### src/hdl/fsq_pkg.sv
package fsq_pkg;

  ////////////////////////////////////////////////////////////////////////////
  // link bytes
  localparam logic [7:0] SYNC1_BYTE = 8'h86;
  localparam logic [7:0] SYNC2_BYTE = 8'h79;
  localparam logic [7:0] CMD_STATUS = 8'hc3;
  localparam logic [7:0] CMD_PRODUCT_ID = 8'hc0;
  localparam logic [7:0] CMD_SEC_SET = 8'hfa;
  localparam logic [7:0] ERR_CMD = 8'ha1;
  localparam logic [7:0] ERR_FRAME = 8'ha3;
  localparam logic [7:0] ERR_OVERRUN = 8'h63;
  localparam logic [7:0] START_MARK = 8'h3a;
  localparam logic [7:0] BYTE_COUNT = 8'h04;
  localparam logic [7:0] RESERVED_BYTE = 8'h00;
  localparam logic [7:0] ERASED_BYTE = 8'hff;

  ////////////////////////////////////////////////////////////////////////////
  // reply lengths, echo included only in PKT_LEN
  localparam logic [3:0] ECHO_LEN = 4'h1;
  localparam logic [3:0] ERR_LEN = 4'h3;
  localparam logic [3:0] STATUS_LEN = 4'h7;
  localparam logic [3:0] PKT_LEN = 4'h8;
  localparam int BUF_DEPTH = 8;

  ////////////////////////////////////////////////////////////////////////////
  // top flash area
  localparam int TOP_BYTES = 32;
  localparam int TOP_BASE = 'hffe0;
  localparam int ERASE_PW_ADDR = 'hfffa;
  localparam int DEBUG_CHK_ADDR = 'hfffb;
  localparam int ERASE_PW_IDX = ERASE_PW_ADDR - TOP_BASE;
  localparam int DEBUG_CHK_IDX = DEBUG_CHK_ADDR - TOP_BASE;

  ////////////////////////////////////////////////////////////////////////////
  // status code 1 bit positions
  localparam int ST_DEBUG_BIT = 0;
  localparam int ST_ERASE_PW_BIT = 1;
  localparam int ST_SEC_BIT = 2;
  localparam int ST_BLANK_BIT = 3;

  ////////////////////////////////////////////////////////////////////////////
  // carriers
  typedef struct packed {
    logic valid;
    logic frame_err;
    logic overrun;
    logic [7:0] data;
  } fsq_rx_t;

  typedef struct packed {
    logic valid;
    logic [7:0] data;
  } fsq_tx_t;

  typedef struct packed {
    logic security_program_enabled_flag;
    logic blank;
    logic erase_password_check_flag;
    logic debug_security_check_flag;
  } fsq_flags_t;

  typedef struct packed {
    logic valid;
    logic ok;
  } fsq_pw_t;

  typedef struct packed {
    logic valid;
    logic [7:0] cmd;
  } fsq_exec_t;

  typedef enum logic [1:0] {V_ALLOW, V_PASS, V_DENY, V_UNKNOWN} fsq_verdict_t;

  typedef enum logic [2:0] {S_SYNC1, S_SYNC2, S_CMD, S_SEND, S_PW, S_IDLE} fsq_state_t;

endpackage : fsq_pkg

### src/hdl/fsq_status.sv
`timescale 1ns/1ps
module fsq_status
  import fsq_pkg::*;
#(
  parameter int TOP_N = TOP_BYTES
) (
  // flash contents
  input wire logic [8*TOP_N-1:0] i_top_area,
  input wire logic i_sec_enabled,
  // status
  output fsq_flags_t o_flags,
  output logic [7:0] o_code,
  output logic [7:0] o_csum
);

  always_comb begin
    o_flags = '0;
    o_flags.security_program_enabled_flag = i_sec_enabled;
    for (int k = 0; k < TOP_N; k++) begin
      if (i_top_area[8*k +: 8] != ERASED_BYTE) begin
        o_flags.blank = 1'b1;
      end
    end
    o_flags.erase_password_check_flag = (i_top_area[8*ERASE_PW_IDX +: 8] != ERASED_BYTE);
    o_flags.debug_security_check_flag = (i_top_area[8*DEBUG_CHK_IDX +: 8] != ERASED_BYTE);
    o_code = 8'h00;
    o_code[ST_DEBUG_BIT] = o_flags.debug_security_check_flag;
    o_code[ST_ERASE_PW_BIT] = o_flags.erase_password_check_flag;
    o_code[ST_SEC_BIT] = o_flags.security_program_enabled_flag;
    o_code[ST_BLANK_BIT] = o_flags.blank;
    o_csum = 8'(8'h00 - o_code - RESERVED_BYTE - RESERVED_BYTE - RESERVED_BYTE);
  end

endmodule : fsq_status

### src/hdl/fsq_cmd.sv
`timescale 1ns/1ps
// Summary of operation
// echo first sync byte, else stay silent
// echo second sync byte, else stay silent
// echo accepted status command code
// rejected command gets error byte three times
// after triple error, go idle and silent
// packet: mark, count, code, three zeros
// status packet is seven bytes long
// status code top bit always zero
// status bits six to four undefined
// checksum negates sum of code and reserved
// after checksum wait for next command
// erase password flag from byte fffa
// debug check flag from byte fffb
// security flag shows program enabled
// blank flag set unless top area erased
// security blocks write and sector erase
// sum, id, status always allowed
// password commands run after password ok
// forbidden command echoed, then go idle
// status code built fresh per command
// controller resets after device goes idle
module fsq_cmd
  import fsq_pkg::*;
#(
  parameter logic [7:0] CMD_SUM = 8'h90,
  parameter logic [7:0] CMD_WRITE = 8'h30,
  parameter logic [7:0] CMD_READ = 8'h40,
  parameter logic [7:0] CMD_CHIP_ERASE = 8'hf0,
  parameter logic [7:0] CMD_SECTOR_ERASE = 8'hf1
) (
  // clock and reset
  input wire logic i_clk,
  input wire logic i_rst,
  // serial byte link
  input wire fsq_rx_t i_rx,
  input wire logic i_tx_ready,
  output fsq_tx_t o_tx,
  // flash state
  input wire logic [8*TOP_BYTES-1:0] i_top_area,
  input wire logic i_sec_enabled,
  // command dispatch
  input wire fsq_pw_t i_pw,
  output fsq_exec_t o_exec,
  output logic o_pw_req,
  output logic o_idle,
  output fsq_flags_t o_flags
);

  ////////////////////////////////////////////////////////////////////////////
  // live status

  fsq_flags_t st_flags;
  logic [7:0] st_code;
  logic [7:0] st_csum;

  fsq_status #(
    .TOP_N(TOP_BYTES)
  ) u_status (
    .i_top_area(i_top_area),
    .i_sec_enabled(i_sec_enabled),
    .o_flags(st_flags),
    .o_code(st_code),
    .o_csum(st_csum)
  );

  function automatic fsq_verdict_t judge(input logic [7:0] c, input fsq_flags_t f);
    fsq_verdict_t v;
    v = V_UNKNOWN;
    if (c == CMD_STATUS || c == CMD_PRODUCT_ID || c == CMD_SUM) begin
      v = V_ALLOW;
    end else if (c == CMD_WRITE || c == CMD_READ) begin
      v = f.security_program_enabled_flag ? V_DENY : (f.blank ? V_PASS : V_ALLOW);
    end else if (c == CMD_CHIP_ERASE) begin
      v = (f.blank && f.erase_password_check_flag) ? V_PASS : V_ALLOW;
    end else if (c == CMD_SECTOR_ERASE) begin
      v = (!f.security_program_enabled_flag && f.blank && f.erase_password_check_flag) ?
          V_PASS : V_DENY;
    end else if (c == CMD_SEC_SET) begin
      v = f.blank ? V_PASS : V_DENY;
    end
    return v;
  endfunction : judge

  ////////////////////////////////////////////////////////////////////////////
  // state

  fsq_state_t state, next_state;
  fsq_state_t after, next_after;
  logic [7:0] tx_buf [BUF_DEPTH];
  logic [7:0] next_tx_buf [BUF_DEPTH];
  logic [3:0] buf_len, next_buf_len;
  logic [2:0] buf_idx, next_buf_idx;
  logic exec_after, next_exec_after;
  logic [7:0] pend_cmd, next_pend_cmd;
  fsq_tx_t next_o_tx;
  fsq_exec_t next_o_exec;
  logic next_o_pw_req;
  logic next_o_idle;
  fsq_flags_t next_o_flags;

  always_comb begin
    fsq_verdict_t v;
    logic ld;
    v = judge(i_rx.data, st_flags);
    ld = 1'b0;
    next_state = state;
    next_after = after;
    next_tx_buf = tx_buf;
    next_buf_len = buf_len;
    next_buf_idx = buf_idx;
    next_exec_after = exec_after;
    next_pend_cmd = pend_cmd;
    next_o_tx = o_tx;
    next_o_exec = '0;
    next_o_pw_req = o_pw_req;
    next_o_idle = o_idle;
    next_o_flags = o_flags;
    case (state)
      S_SYNC1: begin
        if (i_rx.valid && !i_rx.frame_err && !i_rx.overrun && i_rx.data == SYNC1_BYTE) begin
          ld = 1'b1;
          next_tx_buf[0] = SYNC1_BYTE;
          next_buf_len = ECHO_LEN;
          next_after = S_SYNC2;
        end
      end
      S_SYNC2: begin
        if (i_rx.valid && !i_rx.frame_err && !i_rx.overrun && i_rx.data == SYNC2_BYTE) begin
          ld = 1'b1;
          next_tx_buf[0] = SYNC2_BYTE;
          next_buf_len = ECHO_LEN;
          next_after = S_CMD;
        end
      end
      S_CMD: begin
        if (i_rx.valid) begin
          ld = 1'b1;
          next_exec_after = 1'b0;
          next_pend_cmd = i_rx.data;
          next_tx_buf[0] = i_rx.data;
          next_buf_len = ECHO_LEN;
          next_after = S_CMD;
          if (i_rx.frame_err || i_rx.overrun || v == V_UNKNOWN) begin
            for (int k = 0; k < 3; k++) begin
              next_tx_buf[k] = i_rx.frame_err ? ERR_FRAME :
                               (i_rx.overrun ? ERR_OVERRUN : ERR_CMD);
            end
            next_buf_len = ERR_LEN;
            next_after = S_IDLE;
          end else if (i_rx.data == CMD_STATUS) begin
            next_tx_buf[1] = START_MARK;
            next_tx_buf[2] = BYTE_COUNT;
            next_tx_buf[3] = st_code;
            next_tx_buf[4] = RESERVED_BYTE;
            next_tx_buf[5] = RESERVED_BYTE;
            next_tx_buf[6] = RESERVED_BYTE;
            next_tx_buf[7] = st_csum;
            next_buf_len = ECHO_LEN + STATUS_LEN;
            next_o_flags = st_flags;
          end else if (v == V_ALLOW) begin
            next_exec_after = 1'b1;
          end else if (v == V_PASS) begin
            next_after = S_PW;
          end else begin
            next_after = S_IDLE;
          end
        end
      end
      S_SEND: begin
        if (o_tx.valid && i_tx_ready) begin
          if (4'({1'b0, buf_idx}) + 4'h1 == buf_len) begin
            next_o_tx = '0;
            next_state = after;
            next_o_pw_req = (after == S_PW);
            next_o_idle = (after == S_IDLE);
            if (exec_after) begin
              next_o_exec = '{valid: 1'b1, cmd: pend_cmd};
            end
          end else begin
            next_buf_idx = 3'(buf_idx + 3'h1);
            next_o_tx.data = tx_buf[3'(buf_idx + 3'h1)];
          end
        end
      end
      S_PW: begin
        if (i_pw.valid) begin
          next_o_pw_req = 1'b0;
          if (i_pw.ok) begin
            next_o_exec = '{valid: 1'b1, cmd: pend_cmd};
            next_state = S_CMD;
          end else begin
            next_state = S_IDLE;
            next_o_idle = 1'b1;
          end
        end
      end
      S_IDLE: begin
        next_state = S_IDLE;
      end
      default: begin
        next_state = S_IDLE;
      end
    endcase
    if (ld) begin
      next_state = S_SEND;
      next_buf_idx = 3'h0;
      next_o_tx = '{valid: 1'b1, data: next_tx_buf[0]};
    end
  end

  always_ff @(posedge i_clk) begin
    if (i_rst) begin
      state <= S_SYNC1;
      after <= S_SYNC1;
      for (int k = 0; k < BUF_DEPTH; k++) begin
        tx_buf[k] <= 8'h00;
      end
      buf_len <= 4'h0;
      buf_idx <= 3'h0;
      exec_after <= 1'b0;
      pend_cmd <= 8'h00;
      o_tx <= '0;
      o_exec <= '0;
      o_pw_req <= 1'b0;
      o_idle <= 1'b0;
      o_flags <= '0;
    end else begin
      state <= next_state;
      after <= next_after;
      tx_buf <= next_tx_buf;
      buf_len <= next_buf_len;
      buf_idx <= next_buf_idx;
      exec_after <= next_exec_after;
      pend_cmd <= next_pend_cmd;
      o_tx <= next_o_tx;
      o_exec <= next_o_exec;
      o_pw_req <= next_o_pw_req;
      o_idle <= next_o_idle;
      o_flags <= next_o_flags;
    end
  end

  logic rx_clean;
  assign rx_clean = i_rx.valid && !i_rx.frame_err && !i_rx.overrun;
endmodule : fsq_cmd

### config.mk
export PLATFORM = sky130hd
export DESIGN_NAME = fsq_cmd
export DESIGN_NICKNAME = d
export VERILOG_FILES = /design/src/hdl/fsq_pkg.sv /design/src/hdl/fsq_status.sv /design/src/hdl/fsq_cmd.sv
export SDC_FILE = /design/constraint.sdc
export NUM_CORES = 1
export LEC_CHECK = 0
export ABC_AREA = 0
export BUFFER_PORTS_ARGS = -buffer_cell sky130_fd_sc_hd__buf_2
export CAP_MARGIN = 15
export CORE_AREA = 2 2 116 118
export CTS_CLUSTER_SIZE = 10
export DETAILED_ROUTE_END_ITERATION = 16
export DIE_AREA = 0 0 118 120
export PLACE_DENSITY = 0.63
export SLEW_MARGIN = 20
export SYNTH_ARGS = -nofsm -noshare
export SYNTH_HDL_FRONTEND = slang
export SYNTH_SLANG_ARGS = --single-unit
### constraint.sdc
create_clock -name i_clk -period 3.3 [get_ports i_clk]
set_input_delay 0.165 -clock i_clk [delete_from_list [all_inputs] [get_ports i_clk]]
set_output_delay 0.165 -clock i_clk [all_outputs]
set_load 0.01 [all_outputs]
==> results.toml, run 1 <==
[route]
drtAntennaViolNets = 0
routed_wl_mm = 21.1
vias_per_cell = 5.89
routedWlPerCell_microns = 20.6
drc = 0
vias = 6017
first_iter_violations = 521
drt_first_pass_iters = 5

[critical_path]
cpMaxStageDelayCell = "dfxtp_1"
worst_ep_arrival_time_ps = 2860
worstPathRequired_ps = 3550
critPathKind = "reg -> reg"
worstPathCellList = "ha_1 -> xnor2_1 -> o2111ai_1 -> and2_1 -> o21ai_0 -> a31o_1 -> a41oi_2"
critPathLaunchType = "flip-flop"
worstPathMaxFanout = 15
max_stage_delay_ps = 620
rrSetupSlack_ps = 690
endpoint_kind = "flip-flop"

[floorplanning]
die_y_microns = 120
core-area_sq_mm = 0.0130
dieWidth_microns = 118
die_area_sq_mm = 0.0142
start_util = 0.334
rows = 42
ioPinCount = 297

[cells_and_area]
n_fill_cell = 1382
finalNetCount = 1110
drive_gt1_frac = 0.402
multiInputGateArea_sq_mm = 0.00285
regArea_sq_mm = 0.00128
utilization = 0.475
area_growth_pct = 42.3

[cts]
clock_latency_ps = 330
clkTransAtPathRegs_ps = 60
hold_buffers = 0
post_cts_resized = 0
numCtsBuffers = 9
cts_max_path_buffers = 2
cts-root-buf = "clkbuf_16"
htreeDepth = 3
cts_sinks = 64
post_cts_buffers = 0
tritoncts = "built"

[global_route]
antenna_found_initial = 5
grt_pass1_wl_mm = 31.6
overflow = 0
grt_pass1_vias = 5574
grtUsageTotal = 0.288
grt_start_max_net_pins = 51

[synth]
synth.area.top_cells = "dfxtp_1 (30%), nand4_1 (18%), nor4_1 (5.2%), a21oi_1 (4.0%), nand2_1 (3.6%)"
synth.avg_cell_area_sq_um = 7.75
yosys-top-cells-count = "nand4_1 (126), dfxtp_1 (64), nand2_1 (41)"
syn_inst = 559
yosys.area.top_type_share = 0.296
synth_flop_cell = "dfxtp_1"
synth_cell_types = 72
yosys_warnings = 0
syn-cell-area_sq_mm = 0.00433
synth_nets = 834
synth-edff-count = 0
yosysMostFrequentCell = "nand4_1"
ys_ff_latch = 64
synth_seq_area_share = 0.296
synth_area_leader_cell = "dfxtp_1"
postSynth.asyncResetShare = 0

[place]
post-place-ws_ps = 767
hpwl_mm = 17.7
gp_congestion = 0.952
port_buffers = 296

[job]
maxCapViolCount = 0

[status]
status = "finished clean"

[power]
p_leak_nw = 2.47
p_per_area_mw_per_mm2 = 318
vdd_drop_max_mv = 0.242

[sta]
grt_setup_unrepaired = "no"
fin_ws_ps = 694
setup_violations = 0
slew_headroom = 0.505
hold_violations = 0
setup_tns_ps = 0
drv_slew = 0
period_share = 0.790
fmax_mhz = 384
clock_skew_ps = 5.34
tightest_slew_ps = 740
period_needed_ps = 2610

[min_path]
min_path_type = "in -> reg"
==> worst paths after layout <==
| path | from | end | cells after the start |
|---|---|---|---|
| min reg2reg | pend_cmd[5] | pend_cmd[5] | 2 |
| max | buf_idx[0] | o_tx[5] | 7 |
| min | i_rx[7] | pend_cmd[7] | 3 |
| max reg2reg | buf_idx[0] | o_tx[5] | 7 |
==> flip-flops by register name, summed over array words and instances (netlist names) <==
| signal | count |
|---|---|
| o_idle | 1 |
| o_flags | 1 |
| exec_after | 1 |
| pend_cmd | 8 |
| o_pw_req | 1 |
| buf_len | 3 |
| o_exec | 9 |
| tx_buf | 22 |
| o_tx | 9 |
| after | 3 |
| state | 3 |
| buf_idx | 3 |
==> critical path: cells and delay by family (launching register included) <==
kind            cells  cell delay [ps]
compound gates      4              760
flops               1              620
simple gates        1              510
fa+ha+maj           1              460
xor+xnor            1              190
==> placed cells by master, fill, tap and decap left out, drive strengths merged, types with 5 or more instances in the layout <==
cell and n:
nor2 32, a31oi 8, a21oi 36, nand4 126
a211oi 9, nor4 37, nand3 13, diode 6
a22oi 10, clkbuf 9, nand3b 5, nor3 12
nand2 41, mux2i 5, inv 6, and2 13
o21ai 31, dfxtp 64, clkinv 7, buf 299
xnor2 5
==> logic make-up after synthesis <==
logic type / Yosys count / share of synthesized area
simple gates: 306 / 0.410
flops: 64 / 0.296
buf+inv: 41 / 0.0474
compound gates: 129 / 0.204
fa+ha+maj: 2 / 0.00577
mux: 8 / 0.0193
xor+xnor: 9 / 0.0182
==> final cells by class <==
| type | instances | area share |
|---|---|---|
| Antenna cell | 6 | 0.00243 |
| Clock buffer | 9 | 0.0365 |
| Clock inverter | 7 | 0.00791 |
| Inverter | 7 | 0.00426 |
| Multi-Input combinational cell | 454 | 0.462 |
| Sequential cell | 64 | 0.208 |
| Tap cell | 176 | 0.0357 |
| Timing Repair Buffer | 299 | 0.244 |
==> report_power, final <==
| part | internal [mW] | switching, mW | leakage, nW |
|---|---|---|---|
| logic | 0.147 | 0.170 | 1.82 |
| registers | 0.775 | 0.00281 | 0.515 |
| clock network | 0.507 | 0.362 | 0.135 |
==> stage by stage <==
stage               std cells  hold WS (ps)  cell area [sq um]  power [mW]
global placement         1000           441               5880        1.10
global route             1016           167               6150        2.03
finish                   1022           145               6170        1.96
floorplan                 559           301               4330       0.868
CTS                      1016           139               6150        1.96
detailed placement       1000           444               5880        1.10
==> per-layer routing <==
metal  vias to the layer above  GRT usage  share of wire
li1                       2817          -              -
met1                      2810      0.416           0.45
met2                       347      0.398           0.40
met3                        39      0.114           0.13
met4                         4     0.0610          0.017
met5                         -     0.0368         0.0037
Power figures use the tool's default switching activity.
==> run 2, diff against run 1 <==
- CORE_AREA: 2 2 116 118 -> 2 2 114 116
- DIE_AREA: 0 0 118 120 -> 0 0 116 118
- PLACE_DENSITY: 0.63 -> 0.65
- clock period: 3.3 -> 2.63 ns (I/O delays scaled with it)
==> run 2 against run 1 <==
Effect of this change: fmax up 15%; flip-flop and latch count unchanged; combinational power up 25%; utilization up 3.2 points; global-route usage up 1.2 points; power up 37%; cell area up 2.0%; final cell count up 0.59%; critical path depth unchanged; largest power group unchanged.
==> results.toml, run 2 (same netlist as run 1, synthesis figures left out) <==
[status]
status = "finished clean"

[sta]
setup_tns_ps = 0
hold_violations = 0
period_share = 0.858
period_needed_ps = 2260
drv_slew = 0
setup_violations = 0
tightest_slew_ps = 963
slew_headroom = 0.352
fmax_mhz = 443
grt_setup_unrepaired = "no"
clock_skew_ps = 7.47

[cts]
hold_buffers = 0
cts-root-buf = "clkbuf_16"
clock_latency_ps = 330
post_cts_buffers = 0
numCtsBuffers = 9
cts_sinks = 64
cts_max_path_buffers = 2
tritoncts = "built"
clkTransAtPathRegs_ps = 60
post_cts_resized = 0
htreeDepth = 3

[route]
drtAntennaViolNets = 0
vias = 6021
routedWlPerCell_microns = 20.6
first_iter_violations = 721
routed_wl_mm = 21.2
drc = 0
vias_per_cell = 5.86
drt_first_pass_iters = 5

[cells_and_area]
regArea_sq_mm = 0.00128
largestRegisters = "tx_buf: 22 flops, o_exec: 9 flops, o_tx: 9 flops"
finalNonFillerCells = 1028
largest_reg_flops = 22
drive_gt1_frac = 0.409
layout_common_cells = "buf_2 (296), nand4_1 (126), dfxtp_1 (64), nand2_1 (41), nor4_1 (36)"
area_growth_pct = 45.2
n_fill_cell = 1265
finalNetCount = 1120
top_register = "tx_buf"
utilization = 0.507
multiInputGateArea_sq_mm = 0.00285
final_common_cell = "buf_2"

[global_route]
grtUsageTotal = 0.300
grt_pass1_wl_mm = 31.4
grt_start_max_net_pins = 31
overflow = 0
antenna_found_initial = 6
grt_pass1_vias = 5547

[critical_path]
worstPathRequired_ps = 2880
worst_ep_arrival_time_ps = 2510
worstPathMaxFanout = 11
cpMaxStageDelayCell = "and2_1"
worst-r2r-cell-count = 7
endpoint_kind = "flip-flop"
cp_top_family = "compound AO/OA/AOI/OAI gates"
cp.buffers_inverters = 1
cp.depth = 7
critPathLaunchType = "flip-flop"
worstPathCellList = "buf_4 -> a31oi_1 -> o2111ai_1 -> and2_1 -> o21ai_0 -> a31o_1 -> a41oi_2"
critPathKind = "reg -> reg"
max_stage_delay_ps = 460

[floorplanning]
core-area_sq_mm = 0.0124
start_util = 0.349
die_area_sq_mm = 0.0137
rows = 41
ioPinCount = 297
dieWidth_microns = 116
die_y_microns = 118

[min_path]
hold_depth = 3
min_path_type = "in -> reg"

[power]
p_per_area_mw_per_mm2 = 426
vdd_drop_max_mv = 0.326
p_leak_nw = 2.55

[job]
maxCapViolCount = 0

[place]
placedCellCount = 1006
gp_congestion = 1.01
port_buffers = 296
hpwl_mm = 18.0
[run 2: changes by cell type in the layout (fill, tap and decap cells not counted), sizes merged]
cell      previous run  this run
buf                299       309
clkinv               7         4
bufinv               0         2
inv                  6         8
clkinvlp             1         0
[run 2: final timing paths]
check                                   end  slack, ps   startpoint
worst max register to register      o_tx[5]        370   buf_idx[0]
worst min-delay path            pend_cmd[7]        110      i_rx[7]
worst min register to register    o_exec[7]        460  pend_cmd[7]
worst max-delay path                o_tx[5]        370   buf_idx[0]
[run 2: where the power goes]
group          leakage, nW  internal [mW]  switching, mW
sequential           0.515          0.972        0.00344
combinational         1.88          0.185          0.212
clock                0.161          0.840          0.469
total                 2.55           2.00          0.685
[run 2: metal layers]
metal	up-vias	track usage	wire length, microns	part of all wire
met5	-	0	27	0.0013
met4	4	0.0417	137	0.0065
met3	17	0.0932	2560	0.12
met2	361	0.418	8690	0.41
met1	2797	0.461	9770	0.46
li1	2842	-	-	-
[run 2: final cells by class]
class,count,share of cell area
antenna,6,0.00239
clock buffer,9,0.0358
clock inverter,7,0.0165
inverter,7,0.00418
multi-input combinational,454,0.452
sequential,64,0.204
tap,172,0.0342
timing repair buffer,309,0.251
[run 2: worst reg2reg max path, delay by kind of cell (launching register included)]
kind | cells | cell delay (ps)
buf+inv | 1 | 210
compound gates | 5 | 1060
flops | 1 | 450
simple gates | 1 | 460
[run 2: metrics by stage]
| stage | power (mW) | setup WS, ps | hold slack (ps) | cell area, sq um |
|---|---|---|---|---|
| after floorplan | 1.09 | 611 | 267 | 4330 |
| after global placement | 1.38 | 516 | 436 | 5950 |
| after detailed placement | 1.38 | 443 | 447 | 5950 |
| after CTS | 2.68 | 390 | 100 | 6280 |
| after global routing | 2.77 | 221 | 124 | 6280 |
| final | 2.68 | 373 | 105 | 6290 |
